--- config.mk ---
export PLATFORM = sky130hd
export DESIGN_NAME = hall_enc_output
export DESIGN_NICKNAME = d
export VERILOG_FILES = /design/src/verilog/hall_enc_pkg.sv /design/src/verilog/quad_stepper.sv /design/src/verilog/hall_enc_output.sv
export VERILOG_INCLUDE_DIRS = /design/src /design/src/verilog
export SDC_FILE = /design/constraint.sdc
export NUM_CORES = 1
export LEC_CHECK = 0
export ABC_AREA = 1
export ABC_CLOCK_PERIOD_IN_PS = 4050
export BUFFER_PORTS_ARGS = -buffer_cell sky130_fd_sc_hd__buf_2
export CORE_ASPECT_RATIO = 1.75
export CORE_MARGIN = 1
export CORE_UTILIZATION = 30
export DETAILED_ROUTE_END_ITERATION = 8
export SLEW_MARGIN = 20
export SYNTH_ARGS = -nofsm -noshare
export SYNTH_HDL_FRONTEND = slang
export SYNTH_SLANG_ARGS = --single-unit
--- constraint.sdc ---
create_clock -name core_clk -period 4.05 [get_ports core_clk]
set_input_delay 0.81 -clock core_clk [delete_from_list [all_inputs] [get_ports core_clk]]
set_output_delay 0.81 -clock core_clk [all_outputs]
set_load 0.01 [all_outputs]
--- src/verilog/hall_enc_defs.svh ---
// hall encoder output: offsets, fields, reset values and timing
`ifndef HALL_ENC_DEFS_SVH
`define HALL_ENC_DEFS_SVH

`define HE_POS_W        8
`define HE_ADDR_W       8
`define HE_CTRL_OFS     8'h00
`define HE_STAT_OFS     8'h04
`define HE_CTRL_EN_BIT  0
`define HE_CTRL_RST     1'h1
`define HE_RESP_OK      2'h0
`define HE_RESP_SLVERR  2'h2
`define HE_FAULT_SET    7'h32
`define HE_FAULT_CLR    7'h46
`define HE_HALF_TURN    8'h80
`define HE_CLK_NS       50
`define HE_EDGE_NS      4000
`define HE_EDGE_CYC     ((`HE_EDGE_NS + `HE_CLK_NS - 1) / `HE_CLK_NS)
`define HE_SYNC_NEN     7
`define HE_SYNC_CLK     6
`define HE_SYNC_RST     8'h80

`endif

--- src/verilog/hall_enc_pkg.sv ---
// hall encoder output: shared types
`include "hall_enc_defs.svh"
package hall_enc_pkg;

  typedef enum logic [1:0] {LVL_LOW, LVL_OPEN, LVL_HIGH} level_e;
  typedef enum logic [2:0] {
    MODE_NONE, MODE_ABZ, MODE_CH_AB, MODE_CH_D, MODE_CH_S
  } mode_e;
  typedef enum logic [1:0] {PH_STANDBY, PH_SEARCH, PH_RUN} phase_e;
  typedef enum logic [1:0] {ANA_OFF, ANA_POS, ANA_NEG, ANA_REFGAIN} ana_e;

  typedef struct packed {
    logic                  awvalid;
    logic [`HE_ADDR_W-1:0] awaddr;
    logic                  wvalid;
    logic [31:0]           wdata;
    logic [3:0]            wstrb;
    logic                  bready;
    logic                  arvalid;
    logic [`HE_ADDR_W-1:0] araddr;
    logic                  rready;
  } axil_req_s;

  typedef struct packed {
    logic        awready;
    logic        wready;
    logic        bvalid;
    logic [1:0]  bresp;
    logic        arready;
    logic        rvalid;
    logic [31:0] rdata;
    logic [1:0]  rresp;
  } axil_rsp_s;

  typedef struct packed {
    logic [`HE_POS_W-1:0] pos;
  } stepper_s;

  typedef struct packed {
    logic [7:0]  sync1;
    logic [7:0]  sync2;
    logic        clkPrev;
    mode_e       mode;
    logic [5:0]  cfg;
    phase_e      phase;
    logic        faultN;
    logic [7:0]  divCnt;
    logic        prmHalf;
    logic        stepTick;
    logic        pwr;
    logic        chActive;
    logic        chDone;
    logic        chPulse;
    logic        chLow;
    logic        chEnOut;
    logic        pinA;
    logic        pinAOe;
    logic        pinB;
    logic        pinBOe;
    logic        pinC;
    logic        pinCOe;
    logic        pinD;
    logic        pinDOe;
    ana_e        ana;
    logic        ctrlEn;
    logic        bvalid;
    logic [1:0]  bresp;
    logic        rvalid;
    logic [31:0] rdata;
    logic [1:0]  rresp;
  } hall_state_s;

endpackage

--- src/verilog/quad_stepper.sv ---
// position follower: one resolution step per tick toward the angle
`timescale 1ns/10ps
`include "hall_enc_defs.svh"
module quad_stepper (
  input  logic                  core_clk,
  input  logic                  resetn,
  input  logic                  clear,
  input  logic                  stepEn,
  input  logic [`HE_POS_W-1:0]  target,
  input  logic [1:0]            shift,
  output logic [`HE_POS_W-1:0]  posQ,
  output logic                  atTarget
);

  hall_enc_pkg::stepper_s s, n;
  logic [`HE_POS_W-1:0] unit;
  logic [`HE_POS_W-1:0] tgt;
  logic [`HE_POS_W-1:0] diff;

  assign unit = `HE_POS_W'(1) << shift;
  assign tgt  = target & ~(unit - `HE_POS_W'(1));
  assign diff = tgt - s.pos;
  assign posQ = s.pos;
  assign atTarget = (diff == '0);

  always_comb begin
    n = s;
    if (clear) begin
      n.pos = '0;
    end else if (stepEn && !atTarget) begin
      // shortest way round; from zero this is up below half a turn
      if (diff[`HE_POS_W-1]) begin
        n.pos = s.pos - unit;
      end else begin
        n.pos = s.pos + unit;
      end
    end
  end

  always_ff @(posedge core_clk or negedge resetn) begin
    if (!resetn) begin
      s <= '0;
    end else begin
      s <= n;
    end
  end
endmodule // quad_stepper

--- src/verilog/hall_enc_output.sv ---
// hall encoder output logic: incremental abz and chain modes
// Operation
// - index high only at zero angle
// - fault low below 50%, released above 70%
// - resolutions of 6, 7, 8 bits
// - every edge emitted, no count skipped
// - reduced power halves the edge rate
// - index level option sets AB at index
// - abz config pin decode
// - search phase: A, B high, index low
// - catch up at maximum rate, then track
// - B leads A when counting up
// - chain enable sampled on clock rise
// - delayed enable activates next device
// - bus lines released outside active slot
// - chain config pin decode
// - chain quadrature, phase sign gives direction
// - quadrature chain hands over after one pulse
// - quadrature chain: low first, from zero
// - error holds quadrature chain lines low
// - differential chain: plain then inverted pair
// - single-ended chain: sine/cosine, then reference/gain
// - delayed enable high during standby
// - catch up from zero, direction by half
`timescale 1ns/10ps
`include "hall_enc_defs.svh"
module hall_enc_output (
  input  logic                    core_clk,
  input  logic                    resetn,
  input  hall_enc_pkg::axil_req_s axiReq,
  output hall_enc_pkg::axil_rsp_s axiRsp,
  input  logic                    chainEnableInN,
  input  logic [1:0]              configSel1,
  input  logic [1:0]              configSel2,
  input  logic [1:0]              configSel3,
  input  logic                    pinBIn,
  input  logic [7:0]              angle,
  input  logic [6:0]              amplitudePct,
  output logic                    pinAOut,
  output logic                    pinAOe,
  output logic                    pinBOut,
  output logic                    pinBOe,
  output logic                    pinCOut,
  output logic                    pinCOe,
  output logic                    pinDOut,
  output logic                    pinDOe,
  output hall_enc_pkg::ana_e      anaSel,
  output logic                    sensorPowerOn
);

  localparam logic [7:0] EDGE_CYC = 8'(`HE_EDGE_CYC);

  localparam hall_enc_pkg::hall_state_s ST_RST = '{
    sync1:    `HE_SYNC_RST,
    sync2:    `HE_SYNC_RST,
    mode:     hall_enc_pkg::MODE_NONE,
    phase:    hall_enc_pkg::PH_STANDBY,
    ana:      hall_enc_pkg::ANA_OFF,
    chEnOut:  1'b1,
    pinD:     1'b1,
    pwr:      1'b1,
    ctrlEn:   `HE_CTRL_RST,
    default:  '0
  };

  hall_enc_pkg::hall_state_s s, n;

  logic                nenS;
  logic                clkRise;
  logic                clkFall;
  logic                enabled;
  logic                isChain;
  logic                reduced_power_option;
  logic                idxHigh;
  logic                wrap;
  logic                chLast;
  logic [1:0]          shiftQ;
  logic [7:0]          abzPos;
  logic [7:0]          chPos;
  logic [1:0]          abzAB;
  logic [1:0]          chAB;
  logic                wrGo;
  logic                rdGo;
  logic [31:0]         statusWord;
  hall_enc_pkg::mode_e decMode;

  // three-level pins arrive as low/open/high codes
  function automatic hall_enc_pkg::mode_e decode_cfg(
    input logic [5:0] c
  );
    logic [1:0] c1;
    logic [1:0] c2;
    logic [1:0] c3;
    c1 = c[1:0];
    c2 = c[3:2];
    c3 = c[5:4];
    decode_cfg = hall_enc_pkg::MODE_NONE;
    if (c3 == hall_enc_pkg::LVL_LOW && c2 == hall_enc_pkg::LVL_HIGH) begin
      case (c1)
        hall_enc_pkg::LVL_LOW:  decode_cfg = hall_enc_pkg::MODE_CH_AB;
        hall_enc_pkg::LVL_OPEN: decode_cfg = hall_enc_pkg::MODE_CH_D;
        hall_enc_pkg::LVL_HIGH: decode_cfg = hall_enc_pkg::MODE_CH_S;
        default:                decode_cfg = hall_enc_pkg::MODE_NONE;
      endcase
    end else if ((c3 == hall_enc_pkg::LVL_OPEN ||
                  c3 == hall_enc_pkg::LVL_HIGH) &&
                 (c1 == hall_enc_pkg::LVL_LOW ||
                  c1 == hall_enc_pkg::LVL_OPEN) &&
                 c2 != 2'h3) begin
      decode_cfg = hall_enc_pkg::MODE_ABZ;
    end
  endfunction

  // {A,B} for a quadrature state; up-count makes B rise before A
  function automatic logic [1:0] quad_ab(
    input logic [1:0] st,
    input logic       hiAtIdx
  );
    logic [1:0] p;
    p = hiAtIdx ? st : st + 2'h2;
    quad_ab = {p < 2'h2, p == 2'h0 || p == 2'h3};
  endfunction

  assign nenS    = s.sync2[`HE_SYNC_NEN];
  assign clkRise = s.sync2[`HE_SYNC_CLK] & ~s.clkPrev;
  assign clkFall = ~s.sync2[`HE_SYNC_CLK] & s.clkPrev;
  assign enabled = ~nenS & s.ctrlEn;
  assign isChain = s.mode == hall_enc_pkg::MODE_CH_AB ||
                   s.mode == hall_enc_pkg::MODE_CH_D ||
                   s.mode == hall_enc_pkg::MODE_CH_S;
  assign reduced_power_option     = s.cfg[5:4] == hall_enc_pkg::LVL_HIGH;
  assign idxHigh = s.cfg[1:0] == hall_enc_pkg::LVL_LOW;
  // config_sel_2 low/open/high gives 8/7/6 bits
  assign shiftQ  = s.cfg[3:2] == hall_enc_pkg::LVL_HIGH ? 2'h2 :
                   s.cfg[3:2] == hall_enc_pkg::LVL_OPEN ? 2'h1 :
                   2'h0;
  assign wrap    = s.divCnt == EDGE_CYC - 8'h01;
  assign chLast  = isChain && (s.mode == hall_enc_pkg::MODE_CH_AB ||
                               s.chPulse);
  assign decMode = decode_cfg(s.sync2[5:0]);
  assign abzAB   = quad_ab(2'(abzPos >> shiftQ), idxHigh);
  assign chAB    = quad_ab(chPos[1:0], 1'b0);
  assign wrGo    = axiReq.awvalid & axiReq.wvalid & ~s.bvalid;
  assign rdGo    = axiReq.arvalid & ~s.rvalid;

  assign statusWord = {16'h0000, s.chDone, s.chActive, 3'(s.mode),
                       2'(s.phase), s.faultN, abzPos};

  quad_stepper uAbzStep (
    .core_clk (core_clk),
    .resetn   (resetn),
    .clear    (s.phase != hall_enc_pkg::PH_RUN),
    .stepEn   (s.stepTick),
    .target   (angle),
    .shift    (shiftQ),
    .posQ     (abzPos),
    .atTarget ()
  );

  // chain position restarts from zero on every active slot
  quad_stepper uChainStep (
    .core_clk (core_clk),
    .resetn   (resetn),
    .clear    (~s.chActive | s.chLow),
    .stepEn   (s.stepTick),
    .target   (angle),
    .shift    (2'h0),
    .posQ     (chPos),
    .atTarget ()
  );

  always_comb begin
    n = s;
    n.sync1 = {chainEnableInN, pinBIn, configSel3, configSel2,
               configSel1};
    n.sync2 = s.sync1;
    n.clkPrev = s.sync2[`HE_SYNC_CLK];

    // mode only follows the pins while the device is disabled
    if (nenS) begin
      n.mode = decMode;
      n.cfg  = s.sync2[5:0];
    end

    if (amplitudePct < `HE_FAULT_SET) begin
      n.faultN = 1'b0;
    end else if (amplitudePct > `HE_FAULT_CLR) begin
      n.faultN = 1'b1;
    end

    // edge pacing; reduced power keeps every second tick only
    n.divCnt = wrap ? 8'h00 : s.divCnt + 8'h01;
    if (wrap) begin
      n.prmHalf = ~s.prmHalf;
    end
    n.stepTick = wrap & (~reduced_power_option | s.prmHalf);
    n.pwr = ~reduced_power_option | s.prmHalf;

    if (!enabled || s.mode != hall_enc_pkg::MODE_ABZ) begin
      n.phase = hall_enc_pkg::PH_STANDBY;
    end else begin
      case (s.phase)
        hall_enc_pkg::PH_STANDBY: n.phase = hall_enc_pkg::PH_SEARCH;
        hall_enc_pkg::PH_SEARCH: begin
          if (s.faultN) begin
            n.phase = hall_enc_pkg::PH_RUN;
          end
        end
        hall_enc_pkg::PH_RUN:     n.phase = hall_enc_pkg::PH_RUN;
        default:                  n.phase = hall_enc_pkg::PH_STANDBY;
      endcase
    end

    if (!isChain) begin
      n.chActive = 1'b0;
      n.chDone   = 1'b0;
      n.chEnOut  = 1'b1;
    end else if (clkRise) begin
      if (nenS) begin
        // the controller's high enable clears the whole cascade
        n.chActive = 1'b0;
        n.chDone   = 1'b0;
        n.chEnOut  = 1'b1;
      end else if (!s.chActive && !s.chDone) begin
        n.chActive = 1'b1;
        n.chPulse  = 1'b0;
        n.chLow    = 1'b1;
      end else if (s.chActive) begin
        n.chPulse = 1'b1;
      end
    end else if (clkFall && s.chActive && chLast) begin
      n.chActive = 1'b0;
      n.chDone   = 1'b1;
      n.chEnOut  = 1'b0;
    end
    if (s.chActive && s.stepTick) begin
      n.chLow = 1'b0;
    end

    n.pinA   = 1'b0;
    n.pinB   = 1'b0;
    n.pinC   = 1'b0;
    n.pinD   = 1'b1;
    n.pinAOe = 1'b0;
    n.pinBOe = 1'b0;
    n.pinCOe = 1'b0;
    n.pinDOe = 1'b0;
    n.ana    = hall_enc_pkg::ANA_OFF;
    case (s.mode)
      hall_enc_pkg::MODE_ABZ: begin
        if (s.phase != hall_enc_pkg::PH_STANDBY) begin
          n.pinAOe = 1'b1;
          n.pinBOe = 1'b1;
          n.pinCOe = 1'b1;
          n.pinDOe = 1'b1;
          n.pinD   = s.faultN;
          if (s.phase == hall_enc_pkg::PH_SEARCH) begin
            n.pinA = 1'b1;
            n.pinB = 1'b1;
          end else begin
            {n.pinA, n.pinB} = abzAB;
            n.pinC = abzPos == 8'h00;
          end
        end
      end
      hall_enc_pkg::MODE_CH_AB: begin
        n.pinDOe = 1'b1;
        n.pinD   = s.chEnOut;
        n.pinAOe = s.chActive;
        n.pinCOe = s.chActive;
        if (s.chActive && !s.chLow && s.faultN) begin
          {n.pinA, n.pinC} = chAB;
        end
      end
      hall_enc_pkg::MODE_CH_D,
      hall_enc_pkg::MODE_CH_S: begin
        n.pinDOe = 1'b1;
        n.pinD   = s.chEnOut;
        n.pinAOe = s.chActive;
        n.pinCOe = s.chActive;
        if (s.chActive && !s.chPulse) begin
          n.ana = hall_enc_pkg::ANA_POS;
        end else if (s.chActive) begin
          n.ana = s.mode == hall_enc_pkg::MODE_CH_D ?
                  hall_enc_pkg::ANA_NEG :
                  hall_enc_pkg::ANA_REFGAIN;
        end
      end
      default: n.pinD = 1'b1;
    endcase

    if (s.bvalid && axiReq.bready) begin
      n.bvalid = 1'b0;
    end
    if (wrGo) begin
      n.bvalid = 1'b1;
      n.bresp  = `HE_RESP_OK;
      if (axiReq.awaddr == `HE_CTRL_OFS) begin
        if (axiReq.wstrb[0]) begin
          n.ctrlEn = axiReq.wdata[`HE_CTRL_EN_BIT];
        end
      end else if (axiReq.awaddr != `HE_STAT_OFS) begin
        n.bresp = `HE_RESP_SLVERR;
      end
    end
    if (s.rvalid && axiReq.rready) begin
      n.rvalid = 1'b0;
    end
    if (rdGo) begin
      n.rvalid = 1'b1;
      n.rresp  = `HE_RESP_OK;
      n.rdata  = 32'h0000_0000;
      if (axiReq.araddr == `HE_CTRL_OFS) begin
        n.rdata = {31'h0000_0000, s.ctrlEn};
      end else if (axiReq.araddr == `HE_STAT_OFS) begin
        n.rdata = statusWord;
      end else begin
        n.rresp = `HE_RESP_SLVERR;
      end
    end
  end

  always_ff @(posedge core_clk or negedge resetn) begin
    if (!resetn) begin
      s <= ST_RST;
    end else begin
      s <= n;
    end
  end

  assign axiRsp.awready = wrGo;
  assign axiRsp.wready  = wrGo;
  assign axiRsp.bvalid  = s.bvalid;
  assign axiRsp.bresp   = s.bresp;
  assign axiRsp.arready = rdGo;
  assign axiRsp.rvalid  = s.rvalid;
  assign axiRsp.rdata   = s.rdata;
  assign axiRsp.rresp   = s.rresp;
  assign pinAOut = s.pinA;
  assign pinAOe  = s.pinAOe;
  assign pinBOut = s.pinB;
  assign pinBOe  = s.pinBOe;
  assign pinCOut = s.pinC;
  assign pinCOe  = s.pinCOe;
  assign pinDOut = s.pinD;
  assign pinDOe  = s.pinDOe;
  assign anaSel  = s.ana;
  assign sensorPowerOn = s.pwr;

  // helper: cycles since the last step tick
  logic [8:0] gapQ;
  logic       gapSeen;
  always_ff @(posedge core_clk or negedge resetn) begin
    if (!resetn) begin
      gapQ    <= 9'h000;
      gapSeen <= 1'b0;
    end else begin
      gapQ    <= s.stepTick ? 9'h000 : gapQ + 9'h001;
      gapSeen <= enabled & (gapSeen | s.stepTick);
    end
  end
endmodule // hall_enc_output

==> results of run 1 <==
-- layer usage --
layer / vias up / global-route usage / wire length, microns / share of wire
met4: 0 / 0.0952 / 667 / 0.054
met1: 2048 / 0.131 / 4510 / 0.37
met5: - / 0 / 0 / 0
li1: 2298 / - / - / -
met2: 83 / 0.264 / 6810 / 0.55
met3: 33 / 0.0185 / 314 / 0.026
-- worst max-delay path, delay by kind of cell, from the launching register on --
kind,cells,cell delay [ps]
and+or+nand+nor,16,1510
buffers and inverters,1,80
AOI/OAI and AO/OA,1,400
DFF,1,350
adders and majority gates,3,910
-- through the flow --
stage / instances / power [uW] / worst slack, ps
after floorplan: 713 / 1190 / 928
after global placement: 977 / 1260 / 486
after detailed placement: 977 / 1260 / 445
after CTS: 993 / 2080 / 739
after global routing: 993 / 2160 / 325
final: 993 / 2050 / 739
-- state kept, by name (all words and copies together), names as in the netlist --
name and count:
anaSel 2, axiRsp 20, n 9, nenS 1
pinAOe 1, pinAOut 1, pinBOe 1, pinBOut 1
pinCOut 1, pinDOe 1, pinDOut 1, s 35
sensorPowerOn 1, uAbzStep.posQ 8, uChainStep.posQ 8
-- area by class of cell --
class                      count  area share
clock buffer                  10      0.0379
clock inverter                 6     0.00774
inverter                     117      0.0696
multi-input combinational    452       0.409
sequential                    91       0.362
tap                          234      0.0464
timing repair buffer          83      0.0671
-- power by group through the flow --
stage                     combinational [uW]  sequential (uW)  clock [uW]
after floorplan                          218              969           0
after global placement                   289              971           0
after detailed placement                 291              972           0
after CTS                                293              955         834
after global routing                     333              959         865
final                                    288              955         802
-- final timing paths --
check                                      to  depth (start not counted)
max in group asynchronous               s[38]                          2
min reg2reg                             s[79]                          0
min in group asynchronous  uChainStep.posQ[7]                          1
max reg2reg                  uAbzStep.posQ[7]                         21
min                                     s[79]                          0
max                          uAbzStep.posQ[7]                         21
-- kinds of logic (layout without fill, tap and decap cells) --
logic type	count (synthesis)	in the layout
and+or+nand+nor	291	291
buffers and inverters	170	216
DFF	91	91
AOI/OAI and AO/OA	83	83
adders and majority gates	40	40
xor gates and xnor gates	20	20
other	1	18
-- cell usage in the layout, fill, tap and decap left out, types with 3 or more instances in the layout --
cell,synthesis,layout
a21oi_1,24,24
nand2_1,147,147
nor3_1,10,10
xnor2_1,8,8
a31oi_1,7,7
nand3b_1,4,4
fa_1,4,4
a21oi_2,3,3
clkbuf_16,0,9
conb_1,1,18
nor4_1,4,4
ha_1,36,36
o21ai_0,36,36
dfrtp_1,85,85
xor2_1,12,12
dfstp_2,6,6
nand3_1,47,47
nor2_1,41,40
nand4_1,20,20
inv_1,117,117
buf_4,44,3
buf_2,2,80
nand2_2,3,3
==> flow_summary.yaml, run 1 <==
run_status:
  status: "finished, final reports clean"
routing:
  detail_routed_net_length_per_standard_cell_microns: 12.4
  wirelength_microns: 12300
  antenna_left: 0
  detailedRoute.firstPassIterationCount: 6
  drcViolationCount: 0
  route.detailed.vias_per_inst: 4.49
  num_vias: 4462
  dr.first_iter.drc_count: 103
sta:
  timing_max_transition_violations_final: 0
  hold_fails_final_rpt: 0
  skew_ps: 7.88
  setup_viol: 0
  clock.fmax_mhz: 302
  hold_slack_ps: 349
  post_route_setup_tns_ps: 0
  finalCriticalPeriod_ps: 3310
  worst_slew_pin_slew_ps: 893
  timing.max_slew.rel_slack: 0.405
  layout_worst_path_cycle_share: 0.817
  rsz0062_at_grt: "no"
yosys:
  synth_seq_cells: 91
  syn-cell-area_sq_mm: 0.00561
  synth_enable_flop_cells: 0
  yosys_warnings: 0
  syn_area_per_cell_sq_um: 8.06
  synth-simple-area-share: 0.238
  muxShareOfSynthArea: 0
  synth.most_common_cell: "nand2_1"
  synthXorXnorAreaFrac: 0.0312
  postSynth.asyncResetShare: 1.00
  post-synth-top-area-fraction: 0.379
  main_combinational_cell_family_by_area_after_synthesis: "simple AND/OR/NAND/NOR gates"
  post_synth_main_area_contributors: "dfrtp_1, nand2_1, ha_1"
  ys_top_cells_by_count: "nand2_1, inv_1, dfrtp_1, nand3_1, buf_4"
  post_synth_inst_count: 696
  netlist.top_cell.by_area: "dfrtp_1"
  synth-seq-area-share: 0.407
  synth-compound-area-share: 0.0836
  synth.distinct_cells: 45
  ys.flop_type: "dfrtp_1"
  post_synthesis_adder_cell_area_fraction: 0.0946
clock_network:
  cts_buffers: 9
  cts.hold.buffers_added: 0
  clockBufferDepth: 2
  cts_h_tree_lvls: 3
  post_cts_resized: 0
  clkTransAtPathRegs_ps: 70
  clock-sinks: 91
  tritoncts: "built"
  clock_latency_ps: 350
  clock-root-buffer: "clkbuf_16"
  cts_post_setup_buffers_inserted: 0
placed_design:
  estimated_wirelength_of_the_detail_placed_design_microns: 9800
  buffers_on_ports: 81
  placed_cell_area_sq_mm: 0.00602
  gpl.final_weighted_congestion: 0.859
power:
  combinationalPowerShare: 0.141
  power.share.switching: 0.275
  seqPwrFrac: 0.467
  power_density_mw_per_mm2: 324
  power.static_leakage_uw: 0.00337
  ir_drop_uv: 202
  internal_power_uw: 1480
  clkPwrFrac: 0.392
  p_switching_uw: 563
setup_path:
  timing.setup.critical_path_class: "reg2reg"
  critical_path.startpoint_type: "flop"
  rrSetupSlack_ps: 740
  highest_net_fanout_along_the_worst_path: 5
  critical_path.max_stage_delay_ps: 400
  critical-path-slowest-cell: "o21ai_0"
  crit_start: "s[70]"
  timing.critical_path.required_ps: 4340
  path_cells: "inv_1, ha_1, nor2_1, ha_1, nand2_1, nand2_1, nand3_2, nand2_1, nand2_1, nand2_2, nor2_1, nor2_1, ha_1, nand2_1, o21ai_0, nand2_1, nand3_1, nand3_1, nand2_1, nand4_1, nand2_1"
  critical_path.endpoint_type: "flop"
  critical_path.most_common_cell: "nand2_1"
  crit_arrival_ps: 3600
  rr_startpoint: "s[70]"
global_routing:
  track_usage: 0.137
  grt_antenna_before_repair: 0
  first_global_vias: 4377
  grt_pass1_wl_microns: 20400
  grt_max_degree: 42
  grt_overflow_total: 0
floorplan:
  start_util: 0.309
  fp.dieArea_sq_mm: 0.0193
  die_width_microns: 105
  cell_row_count: 65
  die_h_microns: 183
  area_of_the_core_sq_mm: 0.0181
  ios: 134
cells_and_area:
  final_core_utilization: 0.348
  post_route_cells_drive_above_1_share: 0.162
  number_of_diodes_added_for_antenna_fixing: 0
  area_of_the_multi_input_gates_sq_mm: 0.00258
  n_fill_cell: 1901
  layout.cell_area.non_filler_sq_mm: 0.00631
  design.final.nets: 876
  final-seq-area_sq_mm: 0.00228
  syn2layout_area_growth_pct: 12.4
job:
  cap_violations: 0
worst_hold_path:
  min-delay-start: "n[79]"
  hold_crit_class: "reg2reg"
Note: power is estimated with default switching activity, not from simulation.
==> run 2, diff against run 1 <==
- ABC_AREA: 1 -> 0
- ABC_CLOCK_PERIOD_IN_PS: 4050 -> 2800
- clock period: 4.05 -> 2.8 ns (I/O delays scaled with it)
==> run 2 against run 1 <==
- core utilization is 6.3 points higher
- the flow now finishes with violations (negative setup slack)
- first-iteration DRC count is 15% higher
- sequential share of layout area is 3.7 points lower
- synthesized cell count is 25% lower
- clock-buffer cell count is 1 lower
==> flow_summary.yaml, run 2 <==
clock_network:
  cts_buffers: 9
  cts_h_tree_lvls: 3
  tritoncts: "built"
  clockBufferDepth: 2
  clock-root-buffer: "clkbuf_16"
  cts.hold.buffers_added: 0
  clock_latency_ps: 350
  clkTransAtPathRegs_ps: 70
  clock-sinks: 91
cells_and_area:
  finalNonFillerCells: 897
  syn2layout_area_growth_pct: 32.7
  max_flop_register: "s"
  number_of_diodes_added_for_antenna_fixing: 0
  commonest_cells_after_routing_fill_and_taps_aside: "dfrtp_1, buf_4, buf_2"
  layout_commonest_cell: "dfrtp_1"
  n_fill_cell: 1667
  area_of_the_multi_input_gates_sq_mm: 0.00288
  design.final.nets: 787
  final-seq-area_sq_mm: 0.00228
  largest_register_ff_count: 35
  post_route_cells_drive_above_1_share: 0.391
floorplan:
  ios: 134
  die_h_microns: 178
  die_width_microns: 102
  fp.dieArea_sq_mm: 0.0182
  cell_row_count: 63
  area_of_the_core_sq_mm: 0.0171
  start_util: 0.309
global_routing:
  grt_max_degree: 60
  globalRouteMet2Util: 0.280
  globalRouteMet3Util: 0.0295
  grt_antenna_before_repair: 0
  track_usage: 0.149
  grt_overflow_total: 0
  grt.busiest_layer: "met2"
  first_global_vias: 4521
  grt_pass1_wl_microns: 20800
  gr-usage-met1: 0.150
routing:
  drcViolationCount: 0
  num_vias: 4345
  route.detailed.vias_per_inst: 4.84
  detail_routed_net_length_per_standard_cell_microns: 14.6
  dr.first_iter.drc_count: 118
  antenna_left: 0
  detailedRoute.firstPassIterationCount: 4
  wirelength_microns: 13100
power:
  power_density_mw_per_mm2: 449
  design_power_total_uw: 3150
  p_switching_uw: 844
  clkPwrFrac: 0.398
  internal_power_uw: 2310
  power.share.switching: 0.268
  power.static_leakage_uw: 0.00328
  seqPwrFrac: 0.438
  combinationalPowerShare: 0.163
  ir_drop_uv: 279
yosys:
  synth_enable_flop_cells: 0
  synth_seq_cells: 91
  synth-seq-area-share: 0.432
  post-synth-top-area-fraction: 0.402
  syn_area_per_cell_sq_um: 10.1
  synth.distinct_cells: 62
  ys.flop_type: "dfrtp_1"
  ys_top_cells_by_count: "dfrtp_1, buf_4, inv_1, nor2_1, ha_1"
  netlist.top_cell.by_area: "dfrtp_1"
  postSynth.asyncResetShare: 1.00
  yosys_warnings: 0
  post_synth_main_area_contributors: "dfrtp_1, ha_1, buf_4"
  post_synth_inst_count: 522
  syn-cell-area_sq_mm: 0.00529
  synth.most_common_cell: "dfrtp_1"
sta:
  rsz0062_at_grt: "yes"
  setup_viol: 13
  hold_fails_final_rpt: 0
  timing_max_transition_violations_final: 0
  worst_slew_pin_slew_ps: 956
  final_critical_path_setup_slack_ps: -464
  skew_ps: 5.97
  clock.fmax_mhz: 306
  finalCriticalPeriod_ps: 3260
  timing.max_slew.rel_slack: 0.360
  layout_worst_path_cycle_share: 1.17
setup_path:
  highest_net_fanout_along_the_worst_path: 5
  timing.critical_path.required_ps: 3050
  ff2ff_path_depth: 17
  crit_arrival_ps: 3520
  worst_path_dominant_cell_family: "compound AO/OA/AOI/OAI gates"
  path_cells: "ha_4, nand2_4, ha_4, nand2b_4, a211oi_4, o211ai_2, and3_4, nor2_4, nand2_2, o21a_1, fa_2, nor2b_4, nor3_2, o21bai_1, a21oi_1, xor2_1, o31ai_1"
  cp.buffers_inverters: 0
  critical_path.startpoint_type: "flop"
  critical_path.endpoint_type: "flop"
  critical_path.max_stage_delay_ps: 420
  crit_cells: 17
  timing.setup.critical_path_class: "reg2reg"
  critical_path.most_common_cell: "ha_4"
  critical-path-slowest-cell: "dfrtp_1"
job:
  cap_violations: 0
placed_design:
  gpl.final_weighted_congestion: 0.858
  estimated_wirelength_of_the_detail_placed_design_microns: 10200
  placed_cells: 868
  pre_cts_slack_ps: -784
  buffers_on_ports: 81
run_status:
  failed_checks: "negative setup slack"
  status: "finished with violations"
worst_hold_path:
  hold_crit_class: "in2async"
-- run 2: layout make-up --
type	count	share of cell area
Tap cell	227	0.0405
Sequential cell	91	0.326
Clock buffer	9	0.0321
Clock inverter	7	0.0118
Multi-Input combinational cell	354	0.411
Timing Repair Buffer	167	0.157
Inverter	42	0.0228
-- run 2: logic make-up after synthesis --
kind of cell | share of synthesized area
compound gates | 0.152
fa+ha+maj | 0.100
flops | 0.432
other cells | 0.000709
simple gates | 0.131
xor+xnor | 0.0459
buf+inv | 0.0996
mux | 0.0381
-- run 2: worst register-to-register path: stages (launching register included) --
cell	delay (ps)
dfrtp_1	420
ha_4	300
nand2_4	50
ha_4	160
nand2b_4	150
a211oi_4	220
o211ai_2	130
and3_4	200
nor2_4	130
nand2_2	70
o21a_1	130
fa_2	420
nor2b_4	140
nor3_2	70
o21bai_1	130
a21oi_1	90
xor2_1	150
o31ai_1	240
-- run 2: power groups by stage --
stage	clock, uW	sequential, uW	combinational [uW]
4_1_cts	1290	1380	486
5_1_grt	1340	1390	572
3_3_place_gp	0	1410	443
3_5_place_dp	0	1410	460
6_report	1260	1380	515
2_1_floorplan	0	1400	288
-- run 2: final timing paths --
check,startpoint,end,slack (ps)
min,resetn,pinDOe,270
max reg2reg,s[71],uAbzStep.posQ[6],-460
min reg2reg,n[82],s[82],350
max in group asynchronous,resetn,s[70],1830
max,s[71],uAbzStep.posQ[6],-460
min in group core_clk,chainEnableInN,n[85],310
-- run 2: per-stage QoR --
step	utilization	cell area [sq um]	TNS [ps]	hold slack, ps
finish	0.410	7020	-3780	267
global route	0.410	7020	-5830	288
CTS	0.399	6830	-3740	294
detailed placement	0.374	6400	-7430	339
global placement	0.374	6400	-6790	336
floorplan	-	5530	-2770	264
-- run 2: per-layer routing --
metal | up-vias | share of wire
li1 | 2045 | -
met2 | 142 | 0.55
met1 | 2119 | 0.37
met4 | 0 | 0.041
met3 | 39 | 0.037
met5 | - | 0
-- run 2: timing repair --
| action | in CTS | in global routing |
|---|---|---|
| pin swaps | 21 | 13 |
| gates resized for setup | 16 | 29 |
| gates cloned | 0 | 1 |
| setup buffers | 10 | 6 |
| endpoints found under the setup margin | 14 | 16 |
